**config.mk**
```make
export PLATFORM = sky130hd
export DESIGN_NAME = phy_vendor_regs
export DESIGN_NICKNAME = d
export VERILOG_FILES = /design/src/rtl/phy_vendor_pkg.sv /design/src/rtl/rx_error_counter.sv /design/src/rtl/event_flag_bank.sv /design/src/rtl/phy_vendor_regs.sv
export SDC_FILE = /design/constraint.sdc
export NUM_CORES = 1
export LEC_CHECK = 0
export BUFFER_PORTS_ARGS = -buffer_cell sky130_fd_sc_hd__buf_2
export CAP_MARGIN = 30
export CELL_PAD_IN_SITES_DETAIL_PLACEMENT = 0
export CELL_PAD_IN_SITES_GLOBAL_PLACEMENT = 1
export CORE_ASPECT_RATIO = 0.9
export CORE_UTILIZATION = 40
export CTS_CLUSTER_SIZE = 16
export DETAILED_ROUTE_END_ITERATION = 7
export PLACE_DENSITY = 0.72
export SYNTH_ARGS = -nofsm -noshare
export SYNTH_HDL_FRONTEND = slang
export SYNTH_HIERARCHICAL = 1
export SYNTH_SLANG_ARGS = --single-unit
```
**constraint.sdc**
```tcl
create_clock -name clk_i -period 2.65 [get_ports clk_i]
set_input_delay 0.1325 -clock clk_i [delete_from_list [all_inputs] [get_ports clk_i]]
set_output_delay 0.1325 -clock clk_i [all_outputs]
set_load 0.03 [all_outputs]
```
**src/rtl/phy_vendor_pkg.sv**
```systemverilog
// Constants shared by the vendor management register block and its leaves.
// Assumes a 16-bit management data word and 5-bit register addresses.
package phy_vendor_pkg;

  // ****************************************************************
  // Widths
  // ****************************************************************
  localparam int unsigned DATA_W   = 16;
  localparam int unsigned ADDR_W   = 5;
  localparam int unsigned NUM_EVT  = 8;
  localparam int unsigned MODE_W   = 3;

  // ****************************************************************
  // Register offsets
  // ****************************************************************
  localparam logic [ADDR_W-1:0] RXERR_CNT_OFF = 5'h15;
  localparam logic [ADDR_W-1:0] EVT_OFF       = 5'h1b;
  localparam logic [ADDR_W-1:0] XCVR_OFF      = 5'h1f;

  // ****************************************************************
  // Field positions
  // ****************************************************************
  localparam int unsigned ENA_LSB        = 8;
  localparam int unsigned FLAG_LSB       = 0;
  localparam int unsigned XOVER_DIS_BIT  = 13;
  localparam int unsigned ENERGY_BIT     = 12;
  localparam int unsigned FORCE_LINK_BIT = 11;
  localparam int unsigned PWR_SAVE_BIT   = 10;
  localparam int unsigned IRQ_POL_BIT    = 9;
  localparam int unsigned JAB_EN_BIT     = 8;
  localparam int unsigned AN_DONE_BIT    = 7;
  localparam int unsigned FLOW_BIT       = 6;
  localparam int unsigned ISO_BIT        = 5;
  localparam int unsigned MODE_LSB       = 2;
  localparam int unsigned SQE_BIT        = 1;
  localparam int unsigned SCR_BIT        = 0;

  // Event order, shared by enables and flags
  localparam int unsigned EVT_JABBER     = 7;
  localparam int unsigned EVT_RX_ERR     = 6;
  localparam int unsigned EVT_PAGE_RX    = 5;
  localparam int unsigned EVT_PD_FAULT   = 4;
  localparam int unsigned EVT_LP_ACK     = 3;
  localparam int unsigned EVT_LINK_DOWN  = 2;
  localparam int unsigned EVT_REM_FAULT  = 1;
  localparam int unsigned EVT_LINK_UP    = 0;

  // ****************************************************************
  // Reset values
  // ****************************************************************
  localparam logic [DATA_W-1:0]  RXERR_CNT_RST  = 16'h0000;
  localparam logic [NUM_EVT-1:0] EVT_ENA_RST    = 8'h00;
  localparam logic [NUM_EVT-1:0] EVT_FLAG_RST   = 8'h00;
  localparam logic               XOVER_DIS_RST  = 1'h0;
  localparam logic               FORCE_LINK_RST = 1'h0;
  localparam logic               PWR_SAVE_RST   = 1'h1;
  localparam logic               IRQ_POL_RST    = 1'h0;
  localparam logic               JAB_EN_RST     = 1'h1;
  localparam logic               SQE_RST        = 1'h0;
  localparam logic               SCR_RST        = 1'h0;
  localparam logic               STATUS_RST     = 1'h0;
  localparam logic               IRQ_PIN_RST    = 1'h1;
  localparam logic [DATA_W-1:0]  RDATA_RST      = 16'h0000;

  // ****************************************************************
  // Operating mode codes
  // ****************************************************************
  localparam logic [MODE_W-1:0] MODE_NEGOTIATING = 3'h0;
  localparam logic [MODE_W-1:0] MODE_10_HALF     = 3'h1;
  localparam logic [MODE_W-1:0] MODE_100_HALF    = 3'h2;
  localparam logic [MODE_W-1:0] MODE_RESERVED    = 3'h3;
  localparam logic [MODE_W-1:0] MODE_10_FULL     = 3'h5;
  localparam logic [MODE_W-1:0] MODE_100_FULL    = 3'h6;
  localparam logic [MODE_W-1:0] MODE_ISOLATED    = 3'h7;

endpackage

```
**src/rtl/rx_error_counter.sv**
```systemverilog
// Counts packets that carried a receive error indication.
// Assumes receive valid and error inputs synchronous to clk_i.
`timescale 1ns/1ps
module rx_error_counter #(
  parameter int unsigned CNT_W = phy_vendor_pkg::DATA_W
) (
  input  wire logic             clk_i,
  input  wire logic             nrst_i,
  input  wire logic             rx_dv_i,
  input  wire logic             rx_er_i,
  output logic      [CNT_W-1:0] count_o
);

  typedef struct packed {
    logic [CNT_W-1:0] cnt;
    logic             seen;
  } cnt_state_s;

  cnt_state_s state_q;
  cnt_state_s state_d;

  // ****************************************************************
  // Counting
  // ****************************************************************
  // Saturates rather than wraps so a busy link never reads as clean
  always_comb begin
    state_d = state_q;
    if (!rx_dv_i) begin
      state_d.seen = 1'b0;
    end else if (rx_er_i && !state_q.seen) begin
      state_d.seen = 1'b1;
      if (state_q.cnt != {CNT_W{1'b1}}) begin
        state_d.cnt = CNT_W'(state_q.cnt + 1'b1);
      end
    end
  end

  always_ff @(posedge clk_i or negedge nrst_i) begin
    if (!nrst_i) begin
      state_q.cnt  <= CNT_W'(phy_vendor_pkg::RXERR_CNT_RST);
      state_q.seen <= 1'b0;
    end else begin
      state_q <= state_d;
    end
  end

  assign count_o = state_q.cnt;

  // ****************************************************************
  // Checks
  // ****************************************************************
  AST_CNT_ONCE_PER_PACKET: assert property (
    @(posedge clk_i) disable iff (!nrst_i)
    (state_q.seen && rx_dv_i) |=> $stable(count_o))
    else $error("error counter moved twice in one packet");

  AST_CNT_FIRST_ERROR: assert property (
    @(posedge clk_i) disable iff (!nrst_i)
    (rx_dv_i && rx_er_i && !state_q.seen && count_o != {CNT_W{1'b1}})
      |=> (count_o == CNT_W'($past(count_o) + 1'b1)))
    else $error("error counter missed a packet");

endmodule

```
**src/rtl/event_flag_bank.sv**
```systemverilog
// Sticky event flags, cleared by a read strobe; a new event beats the clear.
// Assumes one-cycle or level event inputs synchronous to clk_i.
`timescale 1ns/1ps
module event_flag_bank #(
  parameter int unsigned NUM = phy_vendor_pkg::NUM_EVT
) (
  input  wire logic           clk_i,
  input  wire logic           nrst_i,
  input  wire logic [NUM-1:0] set_i,
  input  wire logic           clr_i,
  output logic      [NUM-1:0] flags_o
);

  typedef struct packed {
    logic [NUM-1:0] flags;
  } flag_state_s;

  flag_state_s    state_q;
  flag_state_s    state_d;
  logic [NUM-1:0] flag_nxt;

  // ****************************************************************
  // Per-flag update
  // ****************************************************************
  for (genvar g = 0; g < NUM; g++) begin : g_flag
    assign flag_nxt[g] = set_i[g] | (state_q.flags[g] & ~clr_i);
  end

  always_comb begin
    state_d       = state_q;
    state_d.flags = flag_nxt;
  end

  always_ff @(posedge clk_i or negedge nrst_i) begin
    if (!nrst_i) begin
      state_q.flags <= NUM'(phy_vendor_pkg::EVT_FLAG_RST);
    end else begin
      state_q <= state_d;
    end
  end

  assign flags_o = state_q.flags;

  // ****************************************************************
  // Checks
  // ****************************************************************
  AST_FLAG_SET_WINS: assert property (
    @(posedge clk_i) disable iff (!nrst_i)
    (set_i != '0) |=> ((flags_o & $past(set_i)) == $past(set_i)))
    else $error("event lost against a clear");

  AST_FLAG_CLEAR: assert property (
    @(posedge clk_i) disable iff (!nrst_i)
    (clr_i && set_i == '0) |=> (flags_o == '0))
    else $error("flag survived the clearing read");

endmodule

```
**src/rtl/phy_vendor_regs.sv**
```systemverilog
// Vendor management registers: receive error count, event block, control.
// Assumes the management front end issues one-cycle read/write strobes.
`timescale 1ns/1ps
module phy_vendor_regs #(
  parameter int unsigned NUM_EVT = phy_vendor_pkg::NUM_EVT
) (
  input  wire logic                                clk_i,
  input  wire logic                                nrst_i,
  input  wire logic [phy_vendor_pkg::ADDR_W-1:0]   mgmt_addr_i,
  input  wire logic                                mgmt_wr_i,
  input  wire logic [phy_vendor_pkg::DATA_W-1:0]   mgmt_wdata_i,
  input  wire logic                                mgmt_rd_i,
  output logic      [phy_vendor_pkg::DATA_W-1:0]   mgmt_rdata_o,
  input  wire logic                                rx_dv_i,
  input  wire logic                                rx_er_i,
  input  wire logic [NUM_EVT-1:0]                  event_i,
  input  wire logic                                energy_detect_i,
  input  wire logic                                an_complete_i,
  input  wire logic                                flow_ctrl_ok_i,
  input  wire logic                                isolated_flag_i,
  input  wire logic [phy_vendor_pkg::MODE_W-1:0]   op_mode_i,
  output logic                                     crossover_disable_o,
  output logic                                     force_link_o,
  output logic                                     power_save_o,
  output logic                                     jabber_count_en_o,
  output logic                                     sqe_test_enable_o,
  output logic                                     scrambler_bypass_o,
  output logic                                     irq_pin_o
);

  localparam int unsigned DW = phy_vendor_pkg::DATA_W;
  localparam int unsigned MW = phy_vendor_pkg::MODE_W;

  typedef struct packed {
    logic [DW-1:0]      rdata;
    logic [NUM_EVT-1:0] ena;
    logic               xover_dis;
    logic               force_link;
    logic               pwr_save;
    logic               irq_pol;
    logic               jab_en;
    logic               sqe_en;
    logic               scr_bypass;
    logic               energy;
    logic               an_done;
    logic               flow_ok;
    logic               isolated;
    logic [MW-1:0]      mode;
    logic               irq_pin;
  } regs_s;

  regs_s              regs_q;
  regs_s              regs_d;
  logic [DW-1:0]      err_count;
  logic [NUM_EVT-1:0] flags;
  logic               flag_clr;
  logic               irq_active;

  // ****************************************************************
  // Decoding helpers
  // ****************************************************************
  function automatic logic addr_hit(
    input logic [phy_vendor_pkg::ADDR_W-1:0] addr,
    input logic [phy_vendor_pkg::ADDR_W-1:0] off
  );
    addr_hit = (addr == off);
  endfunction

  // Unlisted codes would mislead software, so they read as negotiating
  function automatic logic [MW-1:0] mode_code(
    input logic          iso,
    input logic [MW-1:0] raw
  );
    if (iso) begin
      mode_code = phy_vendor_pkg::MODE_ISOLATED;
    end else begin
      unique case (raw)
        phy_vendor_pkg::MODE_10_HALF,
        phy_vendor_pkg::MODE_100_HALF,
        phy_vendor_pkg::MODE_10_FULL,
        phy_vendor_pkg::MODE_100_FULL,
        phy_vendor_pkg::MODE_ISOLATED: mode_code = raw;
        default:                       mode_code = phy_vendor_pkg::MODE_NEGOTIATING;
      endcase
    end
  endfunction

  function automatic logic [DW-1:0] xcvr_word(input regs_s r);
    xcvr_word                                        = '0;
    xcvr_word[phy_vendor_pkg::XOVER_DIS_BIT]         = r.xover_dis;
    xcvr_word[phy_vendor_pkg::ENERGY_BIT]            = r.energy;
    xcvr_word[phy_vendor_pkg::FORCE_LINK_BIT]        = r.force_link;
    xcvr_word[phy_vendor_pkg::PWR_SAVE_BIT]          = r.pwr_save;
    xcvr_word[phy_vendor_pkg::IRQ_POL_BIT]           = r.irq_pol;
    xcvr_word[phy_vendor_pkg::JAB_EN_BIT]            = r.jab_en;
    xcvr_word[phy_vendor_pkg::AN_DONE_BIT]           = r.an_done;
    xcvr_word[phy_vendor_pkg::FLOW_BIT]              = r.flow_ok;
    xcvr_word[phy_vendor_pkg::ISO_BIT]               = r.isolated;
    xcvr_word[phy_vendor_pkg::MODE_LSB +: MW]        = r.mode;
    xcvr_word[phy_vendor_pkg::SQE_BIT]               = r.sqe_en;
    xcvr_word[phy_vendor_pkg::SCR_BIT]               = r.scr_bypass;
  endfunction

  // ****************************************************************
  // Leaves
  // ****************************************************************
  rx_error_counter #(
    .CNT_W   (DW)
  ) u_rx_error_counter (
    .clk_i   (clk_i),
    .nrst_i  (nrst_i),
    .rx_dv_i (rx_dv_i),
    .rx_er_i (rx_er_i),
    .count_o (err_count)
  );

  assign flag_clr = mgmt_rd_i && addr_hit(mgmt_addr_i, phy_vendor_pkg::EVT_OFF);

  event_flag_bank #(
    .NUM     (NUM_EVT)
  ) u_event_flag_bank (
    .clk_i   (clk_i),
    .nrst_i  (nrst_i),
    .set_i   (event_i),
    .clr_i   (flag_clr),
    .flags_o (flags)
  );

  assign irq_active = |(flags & regs_q.ena);

  // ****************************************************************
  // Register next state
  // ****************************************************************
  always_comb begin
    regs_d = regs_q;

    // Status sampled every cycle so reads show the live state
    regs_d.energy   = energy_detect_i;
    regs_d.an_done  = an_complete_i;
    regs_d.flow_ok  = flow_ctrl_ok_i;
    regs_d.isolated = isolated_flag_i;
    regs_d.mode     = mode_code(isolated_flag_i, op_mode_i);

    // Flags are not in this struct, so a write cannot touch them
    if (mgmt_wr_i && addr_hit(mgmt_addr_i, phy_vendor_pkg::EVT_OFF)) begin
      regs_d.ena = mgmt_wdata_i[phy_vendor_pkg::ENA_LSB +: NUM_EVT];
    end

    if (mgmt_wr_i && addr_hit(mgmt_addr_i, phy_vendor_pkg::XCVR_OFF)) begin
      regs_d.xover_dis  = mgmt_wdata_i[phy_vendor_pkg::XOVER_DIS_BIT];
      regs_d.force_link = mgmt_wdata_i[phy_vendor_pkg::FORCE_LINK_BIT];
      regs_d.pwr_save   = mgmt_wdata_i[phy_vendor_pkg::PWR_SAVE_BIT];
      regs_d.irq_pol    = mgmt_wdata_i[phy_vendor_pkg::IRQ_POL_BIT];
      regs_d.jab_en     = mgmt_wdata_i[phy_vendor_pkg::JAB_EN_BIT];
      regs_d.sqe_en     = mgmt_wdata_i[phy_vendor_pkg::SQE_BIT];
      regs_d.scr_bypass = mgmt_wdata_i[phy_vendor_pkg::SCR_BIT];
    end

    if (mgmt_rd_i) begin
      if (addr_hit(mgmt_addr_i, phy_vendor_pkg::RXERR_CNT_OFF)) begin
        regs_d.rdata = err_count;
      end else if (addr_hit(mgmt_addr_i, phy_vendor_pkg::EVT_OFF)) begin
        regs_d.rdata = {regs_q.ena, flags};
      end else if (addr_hit(mgmt_addr_i, phy_vendor_pkg::XCVR_OFF)) begin
        regs_d.rdata = xcvr_word(regs_q);
      end else begin
        regs_d.rdata = '0;
      end
    end

    // Pin lags the flags by one cycle; keeps the output a plain flop
    regs_d.irq_pin = irq_active ? regs_q.irq_pol : ~regs_q.irq_pol;
  end

  always_ff @(posedge clk_i or negedge nrst_i) begin
    if (!nrst_i) begin
      regs_q.rdata      <= phy_vendor_pkg::RDATA_RST;
      regs_q.ena        <= phy_vendor_pkg::EVT_ENA_RST;
      regs_q.xover_dis  <= phy_vendor_pkg::XOVER_DIS_RST;
      regs_q.force_link <= phy_vendor_pkg::FORCE_LINK_RST;
      regs_q.pwr_save   <= phy_vendor_pkg::PWR_SAVE_RST;
      regs_q.irq_pol    <= phy_vendor_pkg::IRQ_POL_RST;
      regs_q.jab_en     <= phy_vendor_pkg::JAB_EN_RST;
      regs_q.sqe_en     <= phy_vendor_pkg::SQE_RST;
      regs_q.scr_bypass <= phy_vendor_pkg::SCR_RST;
      regs_q.energy     <= phy_vendor_pkg::STATUS_RST;
      regs_q.an_done    <= phy_vendor_pkg::STATUS_RST;
      regs_q.flow_ok    <= phy_vendor_pkg::STATUS_RST;
      regs_q.isolated   <= phy_vendor_pkg::STATUS_RST;
      regs_q.mode       <= phy_vendor_pkg::MODE_NEGOTIATING;
      regs_q.irq_pin    <= phy_vendor_pkg::IRQ_PIN_RST;
    end else begin
      regs_q <= regs_d;
    end
  end

  // ****************************************************************
  // Outputs
  // ****************************************************************
  assign mgmt_rdata_o        = regs_q.rdata;
  assign crossover_disable_o = regs_q.xover_dis;
  assign force_link_o        = regs_q.force_link;
  assign power_save_o        = regs_q.pwr_save;
  assign jabber_count_en_o   = regs_q.jab_en;
  assign sqe_test_enable_o   = regs_q.sqe_en;
  assign scrambler_bypass_o  = regs_q.scr_bypass;
  assign irq_pin_o           = regs_q.irq_pin;

  // ****************************************************************
  // Checks
  // ****************************************************************
  AST_ENA_WRITE: assert property (
    @(posedge clk_i) disable iff (!nrst_i)
    (mgmt_wr_i && mgmt_addr_i == phy_vendor_pkg::EVT_OFF) ##1 mgmt_rd_i
      && mgmt_addr_i == phy_vendor_pkg::EVT_OFF
      |=> (mgmt_rdata_o[15:8] == $past(mgmt_wdata_i[15:8], 2)))
    else $error("written enables not read back");

  AST_FLAGS_WRITE_IGNORED: assert property (
    @(posedge clk_i) disable iff (!nrst_i)
    (mgmt_wr_i && !mgmt_rd_i && event_i == '0)
      |=> (flags == $past(flags)))
    else $error("write changed event flags");

  AST_IRQ_ASSERT: assert property (
    @(posedge clk_i) disable iff (!nrst_i)
    ((flags & regs_q.ena) != '0) |=> (irq_pin_o == $past(regs_q.irq_pol)))
    else $error("pin idle with an enabled flag set");

  AST_IRQ_IDLE: assert property (
    @(posedge clk_i) disable iff (!nrst_i)
    ((flags & regs_q.ena) == '0) |=> (irq_pin_o != $past(regs_q.irq_pol)))
    else $error("pin active with no enabled flag");

  AST_READ_CLEARS: assert property (
    @(posedge clk_i) disable iff (!nrst_i)
    (flag_clr && event_i == '0) ##1 (mgmt_rd_i && mgmt_addr_i == phy_vendor_pkg::EVT_OFF
      && event_i == '0) |=> (mgmt_rdata_o[7:0] == 8'h00))
    else $error("flags survived a read");

  AST_XCVR_CTRL: assert property (
    @(posedge clk_i) disable iff (!nrst_i)
    (mgmt_wr_i && mgmt_addr_i == phy_vendor_pkg::XCVR_OFF)
      |=> (power_save_o == $past(mgmt_wdata_i[10]))
        && (scrambler_bypass_o == $past(mgmt_wdata_i[0]))
        && (crossover_disable_o == $past(mgmt_wdata_i[13])))
    else $error("control bit did not take the write");

  AST_MODE_ISO: assert property (
    @(posedge clk_i) disable iff (!nrst_i)
    isolated_flag_i ##1 (mgmt_rd_i && mgmt_addr_i == phy_vendor_pkg::XCVR_OFF)
      |=> (mgmt_rdata_o[4:2] == 3'h7) && mgmt_rdata_o[5])
    else $error("isolated state not reported");

  AST_MODE_NOT_RESERVED: assert property (
    @(posedge clk_i) disable iff (!nrst_i)
    regs_q.mode != phy_vendor_pkg::MODE_RESERVED)
    else $error("reserved operating mode reported");

  AST_STATUS_FOLLOW: assert property (
    @(posedge clk_i) disable iff (!nrst_i)
    ##1 (regs_q.energy == $past(energy_detect_i)) && (regs_q.an_done == $past(an_complete_i)))
    else $error("status bit not tracking its source");

  AST_FORCE_LINK_WRITE: assert property (
    @(posedge clk_i) disable iff (!nrst_i)
    (mgmt_wr_i && mgmt_addr_i == phy_vendor_pkg::XCVR_OFF)
      |=> (force_link_o == $past(mgmt_wdata_i[phy_vendor_pkg::FORCE_LINK_BIT])))
    else $error("forced link bit did not take the write");

  AST_JABBER_EN_WRITE: assert property (
    @(posedge clk_i) disable iff (!nrst_i)
    (mgmt_wr_i && mgmt_addr_i == phy_vendor_pkg::XCVR_OFF)
      |=> (jabber_count_en_o == $past(mgmt_wdata_i[phy_vendor_pkg::JAB_EN_BIT])))
    else $error("jabber enable did not take the write");

  AST_SQE_WRITE: assert property (
    @(posedge clk_i) disable iff (!nrst_i)
    (mgmt_wr_i && mgmt_addr_i == phy_vendor_pkg::XCVR_OFF)
      |=> (sqe_test_enable_o == $past(mgmt_wdata_i[phy_vendor_pkg::SQE_BIT])))
    else $error("test enable did not take the write");

  AST_CTRL_HOLD: assert property (
    @(posedge clk_i) disable iff (!nrst_i)
    !(mgmt_wr_i && mgmt_addr_i == phy_vendor_pkg::XCVR_OFF)
      |=> $stable(crossover_disable_o) && $stable(scrambler_bypass_o)
        && $stable(power_save_o) && $stable(force_link_o))
    else $error("control bit moved without a write");

  AST_COUNT_READ: assert property (
    @(posedge clk_i) disable iff (!nrst_i)
    (mgmt_rd_i && mgmt_addr_i == phy_vendor_pkg::RXERR_CNT_OFF)
      |=> (mgmt_rdata_o == $past(err_count)))
    else $error("counter read returned a stale value");

  AST_FLAG_READ: assert property (
    @(posedge clk_i) disable iff (!nrst_i)
    (mgmt_rd_i && mgmt_addr_i == phy_vendor_pkg::EVT_OFF)
      |=> (mgmt_rdata_o[phy_vendor_pkg::FLAG_LSB +: NUM_EVT] == $past(flags)))
    else $error("flag read lost a pending event");

  AST_RDATA_HOLD: assert property (
    @(posedge clk_i) disable iff (!nrst_i)
    !mgmt_rd_i |=> $stable(mgmt_rdata_o))
    else $error("read data moved without a read");

  AST_FLOW_FOLLOW: assert property (
    @(posedge clk_i) disable iff (!nrst_i)
    1'b1 |=> (regs_q.flow_ok == $past(flow_ctrl_ok_i)))
    else $error("flow control bit not tracking its source");

  AST_ISO_MODE: assert property (
    @(posedge clk_i) disable iff (!nrst_i)
    isolated_flag_i
      |=> regs_q.isolated && (regs_q.mode == phy_vendor_pkg::MODE_ISOLATED))
    else $error("isolated state not captured");

  AST_AN_DONE_RO: assert property (
    @(posedge clk_i) disable iff (!nrst_i)
    (mgmt_wr_i && mgmt_addr_i == phy_vendor_pkg::XCVR_OFF && !an_complete_i)
      |=> !regs_q.an_done)
    else $error("write set the negotiation complete bit");

  CVR_MODE_ISOLATED: cover property (
    @(posedge clk_i) disable iff (!nrst_i)
    isolated_flag_i && mgmt_rd_i && mgmt_addr_i == phy_vendor_pkg::XCVR_OFF);

  CVR_IRQ_RAISED: cover property (
    @(posedge clk_i) disable iff (!nrst_i)
    $changed(irq_pin_o) ##[1:20] flag_clr);

  CVR_EVENT_ON_CLEAR: cover property (
    @(posedge clk_i) disable iff (!nrst_i)
    flag_clr && event_i != '0);

  CVR_COUNT_READ: cover property (
    @(posedge clk_i) disable iff (!nrst_i)
    mgmt_rd_i && mgmt_addr_i == phy_vendor_pkg::RXERR_CNT_OFF && err_count != '0);

endmodule

```
==> flow_results.xml, run 1 <==
<?xml version="1.0" encoding="UTF-8"?>
<metrics>
  <group name="routing">
    <metric name="detail_route.wirelength" unit="µm">6450</metric>
    <metric name="drtIter0Drc" unit="">66</metric>
    <metric name="wl_per_cell" unit="µm">16.4</metric>
    <metric name="postRouteAntennaNets" unit="">0</metric>
    <metric name="num_vias" unit="">2036</metric>
    <metric name="viasPerCell" unit="">5.18</metric>
    <metric name="detailedRoute.firstPassIterationCount" unit="">6</metric>
    <metric name="drc" unit="">0</metric>
  </group>
  <group name="pwr">
    <metric name="p_switching" unit="mW">0.646</metric>
    <metric name="fin_total_pwr" unit="mW">2.41</metric>
    <metric name="pwr-share-clk" unit="">0.350</metric>
    <metric name="internal-power" unit="mW">1.76</metric>
    <metric name="leakage" unit="nW">1.63</metric>
    <metric name="logic_gate_share_of_total_power" unit="">0.153</metric>
    <metric name="power.ir.vdd_worst" unit="mV">0.215</metric>
    <metric name="power_density" unit="nW/µm²">674</metric>
    <metric name="fraction_of_power_consumed_by_sequential_logic" unit="">0.497</metric>
    <metric name="p_sw_frac" unit="">0.268</metric>
  </group>
  <group name="timing">
    <metric name="setup_viol" unit="">0</metric>
    <metric name="timing.final.hold_violations" unit="">0</metric>
    <metric name="post-route-min-period" unit="ps">1920</metric>
    <metric name="timing_worst_slew_pin_value" unit="ps">762</metric>
    <metric name="clock.fmax" unit="MHz">520</metric>
    <metric name="timing.hold.ws" unit="ps">18.3</metric>
    <metric name="slew-limit-headroom" unit="">0.492</metric>
    <metric name="crit_share_post_route" unit="">0.726</metric>
    <metric name="maxSlewViolCount" unit="">0</metric>
    <metric name="rsz0062_at_grt" unit="">no</metric>
    <metric name="worst_clock_skew" unit="ps">10.3</metric>
    <metric name="finalSetupTns" unit="ps">0</metric>
  </group>
  <group name="clock_tree">
    <metric name="tritoncts_num_sinks" unit="">64</metric>
    <metric name="clock-root-buffer" unit="">clkbuf_8</metric>
    <metric name="clock_latency" unit="ps">330</metric>
    <metric name="cts_buffers" unit="">9</metric>
    <metric name="tritoncts_clock_tree" unit="">built</metric>
    <metric name="cts_max_level" unit="">3</metric>
    <metric name="clockBufferDepth" unit="">2</metric>
    <metric name="cts_resized" unit="">0</metric>
    <metric name="cts.clk_slew.worst_paths" unit="ps">70</metric>
  </group>
  <group name="min_path">
    <metric name="worstHoldPathCells" unit="">2</metric>
    <metric name="holdCritPathClass" unit="">primary input to flip-flop</metric>
    <metric name="hold_path.startpoint" unit="">rx_er_i</metric>
  </group>
  <group name="synth">
    <metric name="yosysTopAreaCell" unit="">dfrtp_1</metric>
    <metric name="postSynth.topFlopCell" unit="">dfrtp_1</metric>
    <metric name="yosys-top-cells-area" unit="">dfrtp_1, buf_4, mux2_2</metric>
    <metric name="ys_types" unit="">39</metric>
    <metric name="yosysWarnings" unit="">6</metric>
    <metric name="yosysSeqAreaShare" unit="">0.517</metric>
    <metric name="synth.avg_cell_area" unit="µm²">12.5</metric>
    <metric name="syn-cell-area" unit="µm²">3100</metric>
    <metric name="synth_fp_nets" unit="">291</metric>
    <metric name="synth-seq-cells" unit="">64</metric>
    <metric name="post_synth_inst_count" unit="">248</metric>
    <metric name="synth_top_area_frac" unit="">0.492</metric>
    <metric name="synth-async-reset-ratio" unit="">1.00</metric>
    <metric name="synth-edff-count" unit="">0</metric>
  </group>
  <group name="flow_run">
    <metric name="maxCapViolations" unit="">0</metric>
  </group>
  <group name="cells_and_area">
    <metric name="postLayoutCellArea" unit="µm²">3570</metric>
    <metric name="antenna_diode_count" unit="">0</metric>
    <metric name="area_growth_syn_to_layout" unit="%">15.0</metric>
    <metric name="regArea" unit="µm²">1610</metric>
    <metric name="num-nets-final" unit="">336</metric>
    <metric name="multi_input_area" unit="µm²">1200</metric>
    <metric name="final_layout_size_suffix_gt1_frac" unit="">0.387</metric>
    <metric name="num-fill-cells" unit="">709</metric>
  </group>
  <group name="grt">
    <metric name="grt_max_degree" unit="">36</metric>
    <metric name="globalRoute.totalOverflow" unit="">0</metric>
    <metric name="grt_antenna_before_repair" unit="">0</metric>
    <metric name="track_usage" unit="">0.175</metric>
    <metric name="global_route_wire_length_before_repair" unit="µm">10600</metric>
    <metric name="first_global_vias" unit="">2071</metric>
  </group>
  <group name="run_status">
    <metric name="outcome" unit="">finished clean</metric>
  </group>
  <group name="floorplanning">
    <metric name="fp.dieArea" unit="µm²">8120</metric>
    <metric name="fp-row-count" unit="">30</metric>
    <metric name="die_width" unit="µm">94.9</metric>
    <metric name="die_y" unit="µm">85.6</metric>
    <metric name="num_io_pins" unit="">65</metric>
    <metric name="initial_utilization" unit="">0.411</metric>
    <metric name="coreArea" unit="µm²">7540</metric>
  </group>
  <group name="placement">
    <metric name="detailedPlacementHpwl" unit="µm">4680</metric>
    <metric name="port_buffers" unit="">58</metric>
    <metric name="placed_area" unit="µm²">3230</metric>
    <metric name="finalWeightedCongestion" unit="">0.782</metric>
  </group>
  <group name="critical_path">
    <metric name="sort_of_element_at_the_end_of_the_critical_path" unit="">flip-flop</metric>
    <metric name="internal_reg_to_reg_setup_slack" unit="ps">730</metric>
    <metric name="worst_r2r_startpoint" unit="">u_rx_error_counter/count_o[0]</metric>
    <metric name="worst_setup_path_startpoint" unit="">u_rx_error_counter/count_o[0]</metric>
    <metric name="setup.worst_path.end" unit="">u_rx_error_counter/count_o[1]</metric>
    <metric name="rr_worst_depth" unit="">4</metric>
    <metric name="critical_path.reg2reg.endpoint" unit="">u_rx_error_counter/count_o[1]</metric>
    <metric name="crit_fanout" unit="">12</metric>
    <metric name="critical_path.startpoint_type" unit="">flip-flop</metric>
    <metric name="path_class" unit="">flip-flop to flip-flop</metric>
    <metric name="critPathArrivalTime" unit="ps">2150</metric>
    <metric name="cp.required" unit="ps">2870</metric>
  </group>
</metrics>
[layout make-up]
type                       count  area share
inverter                       2     0.00210
sequential                    64       0.450
tap                           96      0.0336
timing repair buffer          73       0.122
clock buffer                  12      0.0463
clock inverter                 3      0.0112
multi-input combinational    143       0.335
[worst max-delay path: stages, from the launching register on]
cell and delay (ps):
dfrtp_1 430, ha_1 240, and3_1 240, a41oi_2 500, mux2_2 400
[through the flow]
step	instances	util	worst slack [ps]
final	393	0.473	726
after global routing	393	0.473	610
after CTS	393	0.473	713
after detailed placement	365	0.429	725
after global placement	365	0.429	748
after floorplan	248	-	1040
[cell usage after synthesis, types with 2 or more instances]
cell	count
nand4_1	7
xnor2_1	12
mux2i_1	14
nor2_2	2
a221o_1	6
buf_6	3
and4_1	4
nand2b_1	3
mux2_2	16
nor2b_1	2
dfstp_2	3
mux2_1	2
o21ai_0	2
buf_4	33
a22oi_1	4
o21a_1	2
nand3_1	6
a21o_1	10
buf_2	2
a221o_2	10
dfrtp_1	61
nand2_1	10
and3_1	3
nor3_4	2
nor3_1	15
[placed cells by master (no fill, tap or decap), types with 3 or more instances in the layout]
master	instances
nand3_1	6
clkbuf_8	12
dfrtp_1	61
nand2b_1	3
nand4_1	7
a21o_1	10
nor3_1	15
a221o_2	10
mux2i_1	14
a22oi_1	4
dlygate4sd3_1	13
and3_1	3
nand2_1	10
xnor2_1	12
dfstp_2	3
a221o_1	6
mux2_2	16
and4_1	4
buf_2	58
[kinds of logic after synthesis]
logic type      after synthesis  share of synthesized area
compound gates               36                      0.106
xor+xnor                     13                     0.0367
fa+ha+maj                     1                    0.00403
buf+inv                      41                     0.0975
flops                        64                      0.517
mux                          32                      0.110
simple gates                 61                      0.129
[registers in the layout (all words and copies together) (netlist names)]
signal and count:
crossover_disable_o 1, force_link_o 1, irq_pin_o 1, jabber_count_en_o 1
mgmt_rdata_o 16, power_save_o 1, regs_q 16, scrambler_bypass_o 1
sqe_test_enable_o 1, u_event_flag_bank/flags_o 8, u_rx_error_counter/count_o 16, u_rx_error_counter/state_q 1
[timing repair]
item,4_1_cts,5_1_grt
hold endpoints to repair,43,0
hold buffers,13,0
buffers inserted,0,0
[routing by layer]
layer	global-route usage	vias to the layer above	share of wire	wire (µm)
met5	0	-	0	0
met4	0.0455	0	0.011	72
met3	0.0514	6	0.046	295
met2	0.268	50	0.45	2930
met1	0.243	1001	0.49	3160
li1	-	979	-	-
[power groups by stage]
stage                     logic (mW)  clock network (mW)  registers [mW]
after global routing           0.406               0.902            1.21
after floorplan                0.252                   0            1.23
after global placement         0.347                   0            1.21
after detailed placement       0.357                   0            1.21
after CTS                      0.372               0.864            1.20
final                          0.368               0.841            1.20
[how the worst min path moves through the flow]
stage / end / slack, ps
after floorplan: crossover_disable_o / -160
after global placement: mgmt_rdata_o[9] / 250
after detailed placement: regs_q[7] / 240
after CTS: u_rx_error_counter/state_q[0] / 8
after global routing: sqe_test_enable_o / 20
final: u_rx_error_counter/state_q[0] / 20
(Power assumes the default switching activity.)
==> run 2, diff against run 1 <==
==> constraint.sdc (replaced) <==
create_clock -name clk_i -period 1.8 [get_ports clk_i]
set_input_delay 0.09 -clock clk_i [delete_from_list [all_inputs] [get_ports clk_i]]
set_output_delay 0.09 -clock clk_i [all_outputs]
set_load 0.03 [all_outputs]
==> run 2 against run 1 <==
Sequential cell count did not move. Total power up 47%. Final cell count rose by 6.9%. Global-route usage increased by 1.0 points. Routed wire length rose by 4.5%. Clock power up 36%. Count of clock-buffer cells in the layout up 2. Die area stayed put. Critical path type unchanged. Sequential share of layout area shrank 2.6 points. Utilization grew 3.0 points. First-iteration DRC count is 11% higher. Critical path depth is 1 higher.
==> flow_results.xml, run 2 (same netlist as run 1, synthesis figures left out) <==
<?xml version="1.0" encoding="UTF-8"?>
<metrics>
  <group name="routing">
    <metric name="detailedRoute.firstPassIterationCount" unit="">4</metric>
    <metric name="drc" unit="">0</metric>
    <metric name="viasPerCell" unit="">5.22</metric>
    <metric name="drtIter0Drc" unit="">73</metric>
    <metric name="detail_route.wirelength" unit="µm">6740</metric>
    <metric name="postRouteAntennaNets" unit="">0</metric>
    <metric name="wl_per_cell" unit="µm">16.1</metric>
    <metric name="num_vias" unit="">2194</metric>
  </group>
  <group name="grt">
    <metric name="global_route_wire_length_before_repair" unit="µm">11100</metric>
    <metric name="grt_max_degree" unit="">30</metric>
    <metric name="grt_antenna_before_repair" unit="">0</metric>
    <metric name="globalRoute.totalOverflow" unit="">0</metric>
    <metric name="first_global_vias" unit="">2196</metric>
    <metric name="track_usage" unit="">0.185</metric>
  </group>
  <group name="critical_path">
    <metric name="crit_fanout" unit="">3</metric>
    <metric name="internal_reg_to_reg_setup_slack" unit="ps">110</metric>
    <metric name="critPathArrivalTime" unit="ps">1920</metric>
    <metric name="crit_path_cell_trace" unit="">ha_1, nand3_1, or3_4, nor2_2, mux2_1</metric>
    <metric name="rr_worst_depth" unit="">5</metric>
    <metric name="critical_path.startpoint_type" unit="">flip-flop</metric>
    <metric name="critical_path.max_stage_delay" unit="ps">420</metric>
    <metric name="worst_r2r_startpoint" unit="">u_rx_error_counter/count_o[1]</metric>
    <metric name="sort_of_element_at_the_end_of_the_critical_path" unit="">flip-flop</metric>
    <metric name="cp.required" unit="ps">2030</metric>
    <metric name="slowest_stage" unit="">or3_4</metric>
    <metric name="critical_path.reg2reg.endpoint" unit="">u_rx_error_counter/count_o[10]</metric>
    <metric name="path_class" unit="">flip-flop to flip-flop</metric>
  </group>
  <group name="cells_and_area">
    <metric name="antenna_diode_count" unit="">0</metric>
    <metric name="most-common-layout-cells" unit="">dfrtp_1, buf_2, dlygate4sd3_1</metric>
    <metric name="final_layout_size_suffix_gt1_frac" unit="">0.389</metric>
    <metric name="layout.cells.most_common" unit="">dfrtp_1</metric>
    <metric name="final_core_util" unit="">0.503</metric>
    <metric name="num-nets-final" unit="">362</metric>
    <metric name="area_growth_syn_to_layout" unit="%">22.2</metric>
  </group>
  <group name="flow_run">
    <metric name="maxCapViolations" unit="">0</metric>
  </group>
  <group name="clock_tree">
    <metric name="clockBufferDepth" unit="">2</metric>
    <metric name="cts_buffers" unit="">9</metric>
    <metric name="tritoncts_num_sinks" unit="">64</metric>
    <metric name="tritoncts_clock_tree" unit="">built</metric>
    <metric name="clock_latency" unit="ps">340</metric>
    <metric name="cts.clk_slew.worst_paths" unit="ps">70</metric>
    <metric name="cts_max_level" unit="">3</metric>
    <metric name="cts_resized" unit="">0</metric>
    <metric name="clock-root-buffer" unit="">clkbuf_8</metric>
  </group>
  <group name="pwr">
    <metric name="leakage" unit="nW">1.74</metric>
    <metric name="power.ir.vdd_worst" unit="mV">0.323</metric>
    <metric name="internal-power" unit="mW">2.53</metric>
    <metric name="fraction_of_power_consumed_by_sequential_logic" unit="">0.496</metric>
    <metric name="p_switching" unit="mW">0.995</metric>
    <metric name="power_density" unit="nW/µm²">929</metric>
    <metric name="logic_gate_share_of_total_power" unit="">0.182</metric>
    <metric name="pwr-share-clk" unit="">0.323</metric>
    <metric name="p_sw_frac" unit="">0.282</metric>
  </group>
  <group name="floorplanning">
    <metric name="initial_utilization" unit="">0.411</metric>
    <metric name="die_y" unit="µm">85.6</metric>
    <metric name="fp-row-count" unit="">30</metric>
    <metric name="coreArea" unit="µm²">7540</metric>
    <metric name="num_io_pins" unit="">65</metric>
    <metric name="fp.dieArea" unit="µm²">8120</metric>
    <metric name="die_width" unit="µm">94.9</metric>
  </group>
  <group name="timing">
    <metric name="clock.fmax" unit="MHz">591</metric>
    <metric name="rsz0062_at_grt" unit="">no</metric>
    <metric name="timing.hold.ws" unit="ps">9.73</metric>
    <metric name="crit_share_post_route" unit="">0.941</metric>
    <metric name="setup_viol" unit="">0</metric>
    <metric name="post-route-min-period" unit="ps">1690</metric>
    <metric name="finalSetupTns" unit="ps">0</metric>
    <metric name="timing.final.hold_violations" unit="">0</metric>
    <metric name="worst_clock_skew" unit="ps">9.97</metric>
    <metric name="timing_worst_slew_pin_value" unit="ps">678</metric>
    <metric name="slew-limit-headroom" unit="">0.548</metric>
    <metric name="maxSlewViolCount" unit="">0</metric>
  </group>
  <group name="placement">
    <metric name="detailedPlacementHpwl" unit="µm">4870</metric>
    <metric name="finalWeightedCongestion" unit="">0.816</metric>
    <metric name="port_buffers" unit="">58</metric>
  </group>
  <group name="min_path">
    <metric name="worstHoldPathCells" unit="">3</metric>
    <metric name="holdCritPathClass" unit="">primary input to flip-flop</metric>
    <metric name="hold_path.startpoint" unit="">op_mode_i[2]</metric>
    <metric name="holdPathEnd" unit="">regs_q[3]</metric>
  </group>
  <group name="run_status">
    <metric name="outcome" unit="">finished clean</metric>
  </group>
</metrics>
[run 2: per-layer routing]
layer | GRT usage | vias up | wire (µm) | share of wire
met5 | 0 | - | 0 | 0
met4 | 0.0647 | 0 | 139 | 0.021
met1 | 0.269 | 1083 | 3290 | 0.49
met2 | 0.264 | 64 | 3010 | 0.45
met3 | 0.0514 | 14 | 304 | 0.045
li1 | - | 1033 | - | -
[run 2: worst max-delay path: cells and delay by family, from the launching register on]
| kind | cells | cell delay, ps |
|---|---|---|
| mux | 1 | 320 |
| fa+ha+maj | 1 | 200 |
| simple gates | 3 | 680 |
| flops | 1 | 370 |
[run 2: worst max-delay path by stage]
stage	cells past startpoint	slack (ps)	start	endpoint
2_1_floorplan	5	190	u_rx_error_counter/count_o[0]	u_rx_error_counter/count_o[10]
6_report	5	110	u_rx_error_counter/count_o[1]	u_rx_error_counter/count_o[10]
5_1_grt	5	40	u_rx_error_counter/count_o[1]	u_rx_error_counter/count_o[10]
3_3_place_gp	5	110	u_rx_error_counter/count_o[1]	u_rx_error_counter/count_o[10]
3_5_place_dp	5	90	u_rx_error_counter/count_o[1]	u_rx_error_counter/count_o[10]
4_1_cts	5	70	u_rx_error_counter/count_o[1]	u_rx_error_counter/count_o[10]
[run 2: final cells by class]
| class | count | area, µm² |
|---|---|---|
| Inverter | 2 | 7.51 |
| Clock buffer | 14 | 173 |
| Multi-Input combinational cell | 143 | 1200 |
| Tap cell | 96 | 120 |
| Timing Repair Buffer | 99 | 678 |
| Fill cell | 681 | 3750 |
| Clock inverter | 2 | 12.5 |
| Sequential cell | 64 | 1610 |
[run 2: stage by stage]
step | power, mW | worst slack [ps] | cells | area [µm²]
after CTS | 3.54 | 70.5 | 419 | 3780
after floorplan | 2.19 | 187 | 248 | 3100
after global placement | 2.33 | 114 | 376 | 3330
after detailed placement | 2.35 | 89.5 | 376 | 3330
after global routing | 3.71 | 41.1 | 420 | 3790
final | 3.52 | 107 | 420 | 3790
[run 2: what timing repair did]
item                       4_1_cts  5_1_grt
setup endpoints to repair        0        1
hold endpoints to repair        54        0
setup buffers                    0        1
hold buffers                    27        0
[run 2: power groups by stage]
stage / clock network, mW / registers [mW] / logic (mW)
2_1_floorplan: 0 / 1.81 / 0.372
6_report: 1.14 / 1.75 / 0.641
5_1_grt: 1.24 / 1.77 / 0.696
3_3_place_gp: 0 / 1.77 / 0.563
4_1_cts: 1.17 / 1.75 / 0.623
3_5_place_dp: 0 / 1.77 / 0.576
